<file path="src/pmcb_map.svh">
// constants for the mode and button control block
`ifndef PMCB_MAP_SVH
`define PMCB_MAP_SVH
`define PMCB_SRC_GREATER 2'h0
`define PMCB_SRC_BATT 2'h1
`define PMCB_SRC_INPUT 2'h2
`define PMCB_SRC_NONE 2'h3
`define PMCB_SRC_RESET 2'h0
`define PMCB_MODE_DEFAULT 2'h0
`define PMCB_DEGLITCH_US 200
`define PMCB_CLK_KHZ 10000
`define PMCB_DEGLITCH_CYC ((`PMCB_DEGLITCH_US * `PMCB_CLK_KHZ + 999) / 1000)
`define PMCB_LP_UNIT_S 4
`define PMCB_TICK_HZ 1000
`define PMCB_TICK_CYC (`PMCB_CLK_KHZ * 1000 / `PMCB_TICK_HZ)
`define PMCB_HOT_OFFSET_MV 140
`define PMCB_CV_STEP_MV 20
`define PMCB_HOT_OFFSET_CODE 6'h07
`define PMCB_RST_PULSE_CYC 16
`endif

</file>
<file path="src/pmcb_pkg.sv">
// types for the mode and button control block
package pmcb_pkg;
    typedef enum logic [2:0] {
        PMCB_ZONE_COLD,
        PMCB_ZONE_COOL,
        PMCB_ZONE_NORMAL,
        PMCB_ZONE_WARM,
        PMCB_ZONE_HOT
    } pmcb_zone_t;
    typedef enum logic [1:0] {
        PMCB_ST_IDLE,
        PMCB_ST_LOW,
        PMCB_ST_RESET
    } pmcb_btn_t;
endpackage : pmcb_pkg

</file>
<file path="src/pmcb_top.sv">
// mode setting, push-button, supply select and thermistor zone control
// Behaviour
// - select code: 00 greater-of, 01 battery, 10 input supply, 11 none
// - source select returns to greater-of on reset
// - two-bit prewarn threshold; event when system supply drops below it
// - button fall valid only after about 200us deglitch
// - in ship mode a filtered fall exits ship and starts in mode 0
// - falls during power-up or power-down sequencing are ignored
// - low beyond 4/8/12/16 s long press resets and recycles all rails
// - per-mode bit decides if a filtered fall returns to mode 0
// - filtered fall clears pin mode select enable of mode 0
// - zone charge control only while thermistor monitor enabled
// - four thresholds classify temperature into five zones
// - cold or hot: suspend charging and pause safety timer
// - cold-cool half current; cool-warm normal charging
// - warm-hot lowers charge voltage target by 140mV offset
// - four mode sets; mode 0 active after power-up
// - mode switch from button, mode pins or host writes
// - each mode holds rail enables, codes, ship enable, watchdog config
// - pin enable 0: host bits choose mode, pins ignored
`timescale 1ns/100ps
`default_nettype none
`include "pmcb_map.svh"
module pmcb_top
    import pmcb_pkg::*;
#(
    parameter int DEGLITCH_CYC = `PMCB_DEGLITCH_CYC,
    parameter int TICK_CYC = `PMCB_TICK_CYC,
    parameter int TICKS_PER_UNIT = `PMCB_LP_UNIT_S * `PMCB_TICK_HZ
) (
    // clock and reset
    input wire logic mclk,
    input wire logic arst_n,
    // pins from outside
    input wire logic button_n,
    input wire logic mode_pin_lo,
    input wire logic mode_pin_hi,
    // analog comparators
    input wire logic supply_below_warn,
    input wire logic ts_below_cold,
    input wire logic ts_below_cool,
    input wire logic ts_above_warm,
    input wire logic ts_above_hot,
    // sequencer status
    input wire logic seq_busy,
    input wire logic in_ship_mode,
    // configuration from the host register file
    input wire logic [1:0] supply_source_select,
    input wire logic [1:0] supply_prewarn_threshold,
    input wire logic [1:0] long_press_duration,
    input wire logic thermistor_monitor_enable,
    input wire logic [5:0] cv_target_code,
    input wire logic [1:0] host_mode_sel,
    input wire logic host_mode_wr,
    input wire logic [3:0] button_return_cfg,
    input wire logic pin_sel_en_wr,
    input wire logic pin_sel_en_wdata,
    // per mode: rail enables, 4 x 6 bit codes, ship enable, 2 bit watchdog
    input wire logic [4*4-1:0] mode_rail_en,
    input wire logic [4*24-1:0] mode_rail_code,
    input wire logic [3:0] mode_ship_en,
    input wire logic [4*2-1:0] mode_wdog_cfg,
    // outputs
    output logic [1:0] active_mode,
    output logic pin_mode_select_enable,
    output logic [1:0] source_path,
    output logic [1:0] prewarn_level,
    output logic prewarn_event,
    output logic ship_exit,
    output logic chip_reset_req,
    output logic button_valid,
    output logic charge_enable,
    output logic safety_timer_run,
    output logic charge_half,
    output logic [5:0] cv_effective,
    output logic [2:0] temp_zone,
    output logic [3:0] rail_en_out,
    output logic [23:0] rail_code_out,
    output logic ship_req,
    output logic [1:0] wdog_cfg_out
);
    // refuse counts that the 16-bit counters or the 32-bit long-press product cannot hold
    if (DEGLITCH_CYC < 2 || DEGLITCH_CYC > 32'h0001_0000 || TICK_CYC < 2 || TICK_CYC > 32'h0001_0000 ||
        TICKS_PER_UNIT < 1 || TICKS_PER_UNIT > 32'h0FFF_FFFF) begin : g_bad_counts
        $error("pmcb_top: counts out of range");
    end

    // two-stage synchronisers for the pins
    logic [2:0] sync1_r;
    logic [2:0] sync2_r;
    always_ff @(posedge mclk or negedge arst_n) begin
        if (!arst_n) begin
            sync1_r <= 3'h7;
            sync2_r <= 3'h7;
        end else begin
            sync1_r <= {mode_pin_hi, mode_pin_lo, button_n};
            sync2_r <= sync1_r;
        end
    end
    logic btn_s;
    assign btn_s = sync2_r[0];

    // deglitch: button must stay low for the whole filter time
    logic [15:0] dg_cnt_r;
    logic btn_filt_r;
    logic fall_r;
    always_ff @(posedge mclk or negedge arst_n) begin
        if (!arst_n) begin
            dg_cnt_r <= 16'h0000;
            btn_filt_r <= 1'b1;
            fall_r <= 1'b0;
        end else begin
            fall_r <= 1'b0;
            if (btn_s == btn_filt_r) begin
                dg_cnt_r <= 16'h0000;
            end else if (dg_cnt_r == 16'(DEGLITCH_CYC - 1)) begin
                dg_cnt_r <= 16'h0000;
                btn_filt_r <= btn_s;
                fall_r <= !btn_s;
            end else begin
                dg_cnt_r <= dg_cnt_r + 16'h0001;
            end
        end
    end
    // a fall in the middle of sequencing is dropped, not deferred
    logic fall_ok;
    assign fall_ok = fall_r && !seq_busy;

    // slow tick from the system clock
    logic [15:0] tick_cnt_r;
    logic tick_r;
    always_ff @(posedge mclk or negedge arst_n) begin
        if (!arst_n) begin
            tick_cnt_r <= 16'h0000;
            tick_r <= 1'b0;
        end else begin
            tick_r <= (tick_cnt_r == 16'(TICK_CYC - 1));
            tick_cnt_r <= (tick_cnt_r == 16'(TICK_CYC - 1)) ? 16'h0000 : tick_cnt_r + 16'h0001;
        end
    end

    // long-press state machine; counts ticks while filtered level stays low
    pmcb_btn_t lp_st_r;
    logic [31:0] lp_cnt_r;
    logic [31:0] lp_limit;
    logic [4:0] rst_cnt_r;
    assign lp_limit = 32'(TICKS_PER_UNIT) * (32'(long_press_duration) + 32'h1);
    always_ff @(posedge mclk or negedge arst_n) begin
        if (!arst_n) begin
            lp_st_r <= PMCB_ST_IDLE;
            lp_cnt_r <= 32'h0;
            rst_cnt_r <= 5'h00;
        end else begin
            case (lp_st_r)
                PMCB_ST_IDLE: begin
                    lp_cnt_r <= 32'h0;
                    if (!btn_filt_r) begin
                        lp_st_r <= PMCB_ST_LOW;
                    end
                end
                PMCB_ST_LOW: begin
                    if (btn_filt_r) begin
                        lp_st_r <= PMCB_ST_IDLE;
                    end else if (lp_cnt_r >= lp_limit) begin
                        lp_st_r <= PMCB_ST_RESET;
                        rst_cnt_r <= 5'h00;
                    end else if (tick_r) begin
                        lp_cnt_r <= lp_cnt_r + 32'h1;
                    end
                end
                PMCB_ST_RESET: begin
                    // hold the request at least a fixed time so the sequencer sees it, then until release; the count
                    // stops at its end so a late release does not wait for a wrap
                    if (rst_cnt_r != 5'(`PMCB_RST_PULSE_CYC - 1)) begin
                        rst_cnt_r <= rst_cnt_r + 5'h01;
                    end else if (btn_filt_r) begin
                        lp_st_r <= PMCB_ST_IDLE;
                    end
                end
                default: begin
                    lp_st_r <= PMCB_ST_IDLE;
                end
            endcase
        end
    end
    logic lp_reset;
    assign lp_reset = (lp_st_r == PMCB_ST_RESET);

    // mode selection from button, pins or host
    logic [1:0] mode_r;
    logic pin_en0_r;
    logic pins_active;
    assign pins_active = (mode_r == `PMCB_MODE_DEFAULT) ? pin_en0_r : 1'b0;
    always_ff @(posedge mclk or negedge arst_n) begin
        if (!arst_n) begin
            mode_r <= `PMCB_MODE_DEFAULT;
        end else if (lp_reset) begin
            mode_r <= `PMCB_MODE_DEFAULT;
        end else if (fall_ok && in_ship_mode) begin
            mode_r <= `PMCB_MODE_DEFAULT;
        end else if (fall_ok && button_return_cfg[mode_r]) begin
            mode_r <= `PMCB_MODE_DEFAULT;
        end else if (pins_active) begin
            mode_r <= sync2_r[2:1];
        end else if (host_mode_wr) begin
            mode_r <= host_mode_sel;
        end
    end

    // pin select enable of mode 0; the button clear wins over a host write
    always_ff @(posedge mclk or negedge arst_n) begin
        if (!arst_n) begin
            pin_en0_r <= 1'b0;
        end else if (fall_ok || lp_reset) begin
            pin_en0_r <= 1'b0;
        end else if (pin_sel_en_wr) begin
            pin_en0_r <= pin_sel_en_wdata;
        end
    end

    // register the active mode's settings
    always_ff @(posedge mclk or negedge arst_n) begin
        if (!arst_n) begin
            rail_en_out <= 4'h0;
            rail_code_out <= 24'h000000;
            ship_req <= 1'b0;
            wdog_cfg_out <= 2'h0;
        end else begin
            rail_en_out <= mode_rail_en[mode_r*4 +: 4];
            rail_code_out <= mode_rail_code[mode_r*24 +: 24];
            ship_req <= mode_ship_en[mode_r];
            wdog_cfg_out <= mode_wdog_cfg[mode_r*2 +: 2];
        end
    end

    // supply path decode and prewarn event edge
    logic warn_d_r;
    always_ff @(posedge mclk or negedge arst_n) begin
        if (!arst_n) begin
            source_path <= `PMCB_SRC_RESET;
            prewarn_level <= 2'h0;
            warn_d_r <= 1'b0;
            prewarn_event <= 1'b0;
        end else begin
            source_path <= lp_reset ? `PMCB_SRC_RESET : supply_source_select;
            prewarn_level <= supply_prewarn_threshold;
            warn_d_r <= supply_below_warn;
            prewarn_event <= supply_below_warn && !warn_d_r;
        end
    end

    // temperature zones and charge control
    pmcb_zone_t zone;
    always_comb begin
        if (ts_above_hot) begin
            zone = PMCB_ZONE_HOT;
        end else if (ts_below_cold) begin
            zone = PMCB_ZONE_COLD;
        end else if (ts_below_cool) begin
            zone = PMCB_ZONE_COOL;
        end else if (ts_above_warm) begin
            zone = PMCB_ZONE_WARM;
        end else begin
            zone = PMCB_ZONE_NORMAL;
        end
    end
    logic ext_zone;
    assign ext_zone = thermistor_monitor_enable && (zone == PMCB_ZONE_HOT || zone == PMCB_ZONE_COLD);
    always_ff @(posedge mclk or negedge arst_n) begin
        if (!arst_n) begin
            temp_zone <= 3'h2;
            charge_enable <= 1'b1;
            safety_timer_run <= 1'b1;
            charge_half <= 1'b0;
            cv_effective <= 6'h00;
        end else begin
            temp_zone <= zone;
            charge_enable <= !ext_zone;
            safety_timer_run <= !ext_zone;
            charge_half <= thermistor_monitor_enable && zone == PMCB_ZONE_COOL;
            if (thermistor_monitor_enable && zone == PMCB_ZONE_WARM) begin
                // saturate rather than wrap below code zero
                cv_effective <= (cv_target_code > `PMCB_HOT_OFFSET_CODE) ?
                    cv_target_code - `PMCB_HOT_OFFSET_CODE : 6'h00;
            end else begin
                cv_effective <= cv_target_code;
            end
        end
    end

    // registered status outputs
    always_ff @(posedge mclk or negedge arst_n) begin
        if (!arst_n) begin
            active_mode <= 2'h0;
            pin_mode_select_enable <= 1'b0;
            ship_exit <= 1'b0;
            chip_reset_req <= 1'b0;
            button_valid <= 1'b0;
        end else begin
            active_mode <= mode_r;
            pin_mode_select_enable <= pins_active;
            ship_exit <= fall_ok && in_ship_mode;
            chip_reset_req <= lp_reset;
            button_valid <= fall_ok;
        end
    end
endmodule : pmcb_top
`default_nettype wire

</file>
<file path="config.mk">
export PLATFORM = sky130hd
export DESIGN_NAME = pmcb_top
export DESIGN_NICKNAME = d
export VERILOG_FILES = /design/src/pmcb_pkg.sv /design/src/pmcb_top.sv
export VERILOG_INCLUDE_DIRS = /design/src
export SDC_FILE = /design/constraint.sdc
export NUM_CORES = 1
export LEC_CHECK = 0
export ABC_AREA = 0
export BUFFER_PORTS_ARGS = -buffer_cell sky130_fd_sc_hd__buf_4
export CORE_MARGIN = 2
export CORE_UTILIZATION = 25
export DETAILED_ROUTE_END_ITERATION = 16
export SLEW_MARGIN = 0
export SYNTH_ARGS = -nofsm -noshare
export SYNTH_HDL_FRONTEND = slang
export SYNTH_SLANG_ARGS = --single-unit
</file>
<file path="constraint.sdc">
create_clock -name mclk -period 5.9 [get_ports mclk]
set_input_delay 0.59 -clock mclk [delete_from_list [all_inputs] [get_ports mclk]]
set_output_delay 0.59 -clock mclk [all_outputs]
set_load 0.02 [all_outputs]
</file>
==> results_dict.tcl, run 1 <==
set metrics [dict create \
    rsz0062_at_grt "false" \
    synth_ff_type "dfrtp_1" \
    final_common_cell "buf_4" \
    ir_drop_uv 159 \
    wl_per_cell_um 15.7 \
    place_ws_ps 2010 \
    htreeDepth 4 \
    layout_common_cells "buf_4 (215), dfrtp_1 (127), nor2_1 (42), mux4_2 (32), nand2_1 (29)" \
    viasPerCell 4.53 \
    initial_core_util_pct 25.5 \
    synth_area_um2 6420 \
    routed_wl_um 17000 \
    grt_max_degree 77 \
    hp-class "input pin to asynchronous set/reset pin" \
    ys_seq_area_share_pct 53.6 \
    final-hold-violation-count 0 \
    clk_latency_ps 420 \
    worst_pin_slew_ps 962 \
    gr-total-overflow 0 \
    die_area_um2 27000 \
    die_h_um 164 \
    critical_path_peak_fanout 20 \
    cts.sinks 137 \
    slew_violations 0 \
    cts_buffers 17 \
    arrival_ps 3800 \
    nets 915 \
    cp-start-kind "input pin" \
    tns_ps 0 \
    port_buffers 211 \
    drive_above_1_share_pct 39.4 \
    worst_setup_path_end_kind "register" \
    syn_inst 521 \
    status "finished, final reports clean" \
    area_growth_pct 40.1 \
    synthesis.nets 701 \
    yosys_warnings 0 \
    crit_buf_inv 4 \
    worst_r2r_path_depth 6 \
    min_period_ps 3460 \
    worst_path_most_repeated_cell "inv_1" \
    max_freq_ghz 0.289 \
    synth_edf_count 0 \
    path_class "input pin to register" \
    crit_start "long_press_duration[0]" \
    post_cts_buffers 0 \
    postRouteAntennaNets 0 \
    finalCritPeriodShare_pct 58.6 \
    cts_buffer_depth 2 \
    io_pins 212 \
    drv_cap 0 \
    cp.depth 13 \
    place_area_um2 8370 \
    core_um2 25200 \
    power.total_w 0.00261 \
    whs_ps 154 \
    slowest_stage "a211o_1" \
    slew_headroom_pct 35.4 \
    drc 0 \
    p_leak_nw 4.21 \
    root_buffer "clkbuf_16" \
    dr.pass1.iters 6 \
    track_usage_pct 12.9 \
    ys_seq_elements 137 \
    final_cell_area_um2 9000 \
    gp_congestion 0.824 \
    post_cts_resized 0 \
    fp.dieW_um 164 \
    power.density_nw_per_um2 290 \
    final-setup-viol-count 0 \
    rows 58 \
    detailed_place_hpwl_um 12800 \
    async_flop_share_pct 100 \
    cp.required_ps 6240 \
    grt_pass1_vias 5196 \
    avgSynthCellArea_um2 12.3 \
    ctsHoldBuffers 0 \
    cp_cell_sequence "buf_4, inv_1, ha_1, inv_1, nand3_1, fa_1, inv_1, ha_1, and3b_1, a311o_1, a211o_1, or4_1, a21oi_1" \
    cts.clk_slew.worst_paths_ps 60 \
    slowest_delay_ps 560 \
    vias 4884 \
    antenna_found_initial 1 \
    finClkSkew_ps 13.1 \
    drt_iter0_markers 123 \
    grt_first_pass_wirelength_um 26900 \
    timing.rr.start "lp_cnt_r[9]" \
    fin_ws_ps 2440 \
    critical-path-top-delay-family "compound AO/OA/AOI/OAI gates" \
    cts_tree "yes" \
    synth_cell_types 59 \
]
[worst register-to-register path, stage by stage, from the launching register on]
cell	delay (ps)
dfrtp_1	440
ha_1	340
a21o_1	190
a311o_1	410
a211o_1	560
or4_1	550
a21oi_1	160
[synth_stat cells, types with 7 or more instances]
library cell	n	area (um2)
or4_1	7	52.6
xnor2_1	12	105
o21ai_0	11	55.1
mux4_2	32	721
a21oi_1	13	65.1
nor2_1	42	158
nor3_1	12	60.1
nand4_1	9	56.3
and3_1	12	75.1
dfstp_2	9	236
xor2_1	20	175
nand2_1	29	109
nand3_1	25	125
clkbuf_1	13	48.8
ha_1	20	250
inv_1	18	67.6
dfrtp_1	128	3200
nor2b_1	25	156
[report_power, final]
part / internal [W] / leakage [nW] / total, W / switching (W)
Combinational: 0.000238 / 2.16 / 0.000461 / 0.000223
Sequential: 0.00101 / 1.74 / 0.00103 / 0.0000211
Clock: 0.000648 / 0.299 / 0.00112 / 0.000468
Total: 0.00189 / 4.21 / 0.00261 / 0.000712
[kinds of logic (layout without fill, tap and decap cells)]
kind of cell / Yosys count / in the layout / synth area share, %
other: 0 / 1 / 0
flip-flops: 137 / 137 / 53.6
multiplexers: 38 / 38 / 12.2
buffers and inverters: 39 / 266 / 2.51
AO/OA/AOI/OAI: 60 / 60 / 6.78
adder cells (fa/ha/maj): 22 / 22 / 4.52
XOR/XNOR: 32 / 32 / 4.36
AND/OR/NAND/NOR: 193 / 193 / 16.1
[area by class of cell]
type	instances	area, um2
flip-flops and latches	137	3440
clock inverters	15	196
well taps	330	413
inverters	18	67.6
clock buffers	17	425
repair buffers	216	1630
multi-input cells	345	2830
diodes	1	2.50
fillers	2496	16200
[metrics by stage]
| step | std cells | utilization (%) |
|---|---|---|
| floorplan | 521 | - |
| global placement | 1046 | 33.3 |
| detailed placement | 1046 | 33.3 |
| CTS | 1078 | 35.7 |
| global route | 1079 | 35.7 |
| finish | 1079 | 35.7 |
[flip-flops by register name, indices dropped and copies added (netlist names), 2 cells and up]
register and count:
cv_effective 6, tick_cnt_r 16, active_mode 2, rail_code_out 24
rail_en_out 4, dg_cnt_r 16, mode_r 2, sync2_r 3
wdog_cfg_out 2, lp_cnt_r 32, prewarn_level 2, lp_st_r 2
temp_zone 3, source_path 2, rst_cnt_r 5, sync1_r 3
[path summary, 6_finish.rpt]
check / slack (ps) / end
worst min register to register: 360 / sync2_r[1]
min in group mclk: 270 / prewarn_level[0]
max in group asynchronous: 4290 / mode_r[0]
worst max register to register: 3180 / lp_cnt_r[5]
worst min-delay path: 150 / lp_cnt_r[11]
worst max-delay path: 2440 / lp_cnt_r[5]
[metal layers]
layer | wire length (um) | vias up | global-route usage [%]
li1 | - | 2328 | -
met1 | 6990 | 2394 | 15.6
met2 | 8750 | 147 | 22.0
met3 | 1020 | 15 | 4.17
met4 | 229 | 0 | 3.67
met5 | 0 | - | 0
(Power assumes the default switching activity.)
==> run 2, diff against run 1 <==
- clock period: 5.9 -> 2.95 ns (I/O delays scaled with it)
==> results_dict.tcl, run 2 (synthesized netlist as in run 1, its figures left out) <==
set metrics [dict create \
    grt_first_pass_wirelength_um 27200 \
    port_buffers 211 \
    rsz0062_at_grt "false" \
    track_usage_pct 13.0 \
    worst_path_most_repeated_cell "buf_4" \
    postRouteAntennaNets 0 \
    worst_setup_path_end_kind "register" \
    gr-total-overflow 0 \
    slowest_stage "or4b_4" \
    fp.dieW_um 164 \
    max_freq_ghz 0.354 \
    critical-path-top-delay-family "compound AO/OA/AOI/OAI gates" \
    nets 939 \
    die_area_um2 27000 \
    diodes 0 \
    worst_pin_slew_ps 648 \
    critical_path_peak_fanout 4 \
    slew_violations 0 \
    place_ws_ps -273 \
    cts_buffer_depth 2 \
    routed_wl_um 16900 \
    grt_pass1_vias 5266 \
    slew_headroom_pct 56.8 \
    finalCritPeriodShare_pct 95.9 \
    path_class "input pin to register" \
    viasPerCell 4.56 \
    drive_above_1_share_pct 41.5 \
    final-setup-viol-count 0 \
    htreeDepth 4 \
    largest_reg_flops 32 \
    detailed_place_hpwl_um 12800 \
    grt_max_degree 71 \
    arrival_ps 3170 \
    whs_ps 24.1 \
    cts_tree "yes" \
    ir_drop_uv 313 \
    regMostFlops "lp_cnt_r" \
    hp-class "input pin to register" \
    cp_cell_sequence "buf_4, clkinvlp_4, ha_4, inv_2, nand3_2, fa_1, inv_1, ha_1, and3b_1, a311o_1, buf_4, a2111oi_4, or4b_4, a21oi_2" \
    rows 58 \
    cp.required_ps 3290 \
    area_growth_pct 43.8 \
    wl_per_cell_um 15.3 \
    reg_top3 "lp_cnt_r (32), rail_code_out (24)" \
    cts.sinks 137 \
    clk_latency_ps 420 \
    finClkSkew_ps 8.10 \
    cp-start-kind "input pin" \
    instances_no_fill 1102 \
    core_um2 25200 \
    final_common_cell "buf_4" \
    dr.pass1.iters 6 \
    min_period_ps 2830 \
    final-hold-violation-count 0 \
    cts_buffers 17 \
    power.total_w 0.00510 \
    die_h_um 164 \
    post-route-util_pct 36.7 \
    root_buffer "clkbuf_16" \
    layout_common_cells "buf_4 (228), dfrtp_1 (127), nor2_1 (42), mux4_2 (32), nand2_1 (29)" \
    slowest_delay_ps 510 \
    fin_ws_ps 122 \
    antenna_found_initial 0 \
    gp_congestion 0.793 \
    dp.cells 1061 \
    power.density_nw_per_um2 552 \
    drt_iter0_markers 186 \
    status "finished, final reports clean" \
    drc 0 \
    crit_buf_inv 5 \
    cts.clk_slew.worst_paths_ps 70 \
    initial_core_util_pct 25.5 \
    vias 5024 \
    drv_cap 0 \
    io_pins 212 \
    p_leak_nw 4.32 \
]
==> run 2: changes by cell type in the layout (fill, tap and decap cells not counted), moves of 3 or more <==
cell | before | now
inv_1 | 18 | 15
buf_12 | 0 | 3
dlygate4sd3_1 | 0 | 8
buf_4 | 215 | 228
clkinv_4 | 0 | 3
==> run 2: final timing paths <==
| path | startpoint | end | slack [ps] | cells after the start |
|---|---|---|---|---|
| max in group asynchronous | arst_n | lp_cnt_r[12] | 1580 | 3 |
| min reg2reg | sync1_r[1] | sync2_r[1] | 360 | 0 |
| min in group asynchronous | arst_n | temp_zone[0] | 460 | 2 |
| min | ts_below_cool | temp_zone[1] | 20 | 2 |
| max | long_press_duration[0] | lp_cnt_r[8] | 120 | 14 |
| max reg2reg | lp_cnt_r[9] | lp_cnt_r[8] | 370 | 7 |
==> run 2: report_power, final <==
part           switching [W]  internal, W  leakage [nW]  total, W
Combinational       0.000429     0.000497          2.29  0.000926
Clock               0.000902      0.00119         0.284   0.00209
Sequential         0.0000640      0.00201          1.74   0.00208
==> run 2: timing repair <==
action | CTS | global route
resized for setup | 0 | 4
buffers inserted | 0 | 1
hold buffers | 8 | 0
endpoints found under the hold margin | 66 | 0
setup endpoints to repair | 0 | 3
==> run 2: layout make-up <==
| cell class | count | area [um2] |
|---|---|---|
| Multi-Input combinational cell | 345 | 2870 |
| Tap cell | 330 | 413 |
| Inverter | 18 | 71.3 |
| Clock inverter | 15 | 153 |
| Timing Repair Buffer | 240 | 1860 |
| Sequential cell | 137 | 3440 |
| Clock buffer | 17 | 425 |
| Fill cell | 2461 | 15900 |
==> run 2: through the flow <==
step / cell area [um2] / TNS (ps)
after floorplan: 6450 / 0
after detailed placement: 8550 / -2830
after CTS: 9210 / 0
after global routing: 9230 / 0
after global placement: 8550 / -2290
final: 9230 / 0
==> run 2: routing by layer <==
layer  wire length, um  share of wire (%)  global-route usage, %  vias up
met1              6820                 40                   15.2     2469
met5                 0                  0                      0        -
li1                  -                  -                      -     2376
met4               321                1.9                   4.47        0
met3              1180                7.0                   4.42       18
met2              8560                 51                   22.3      161
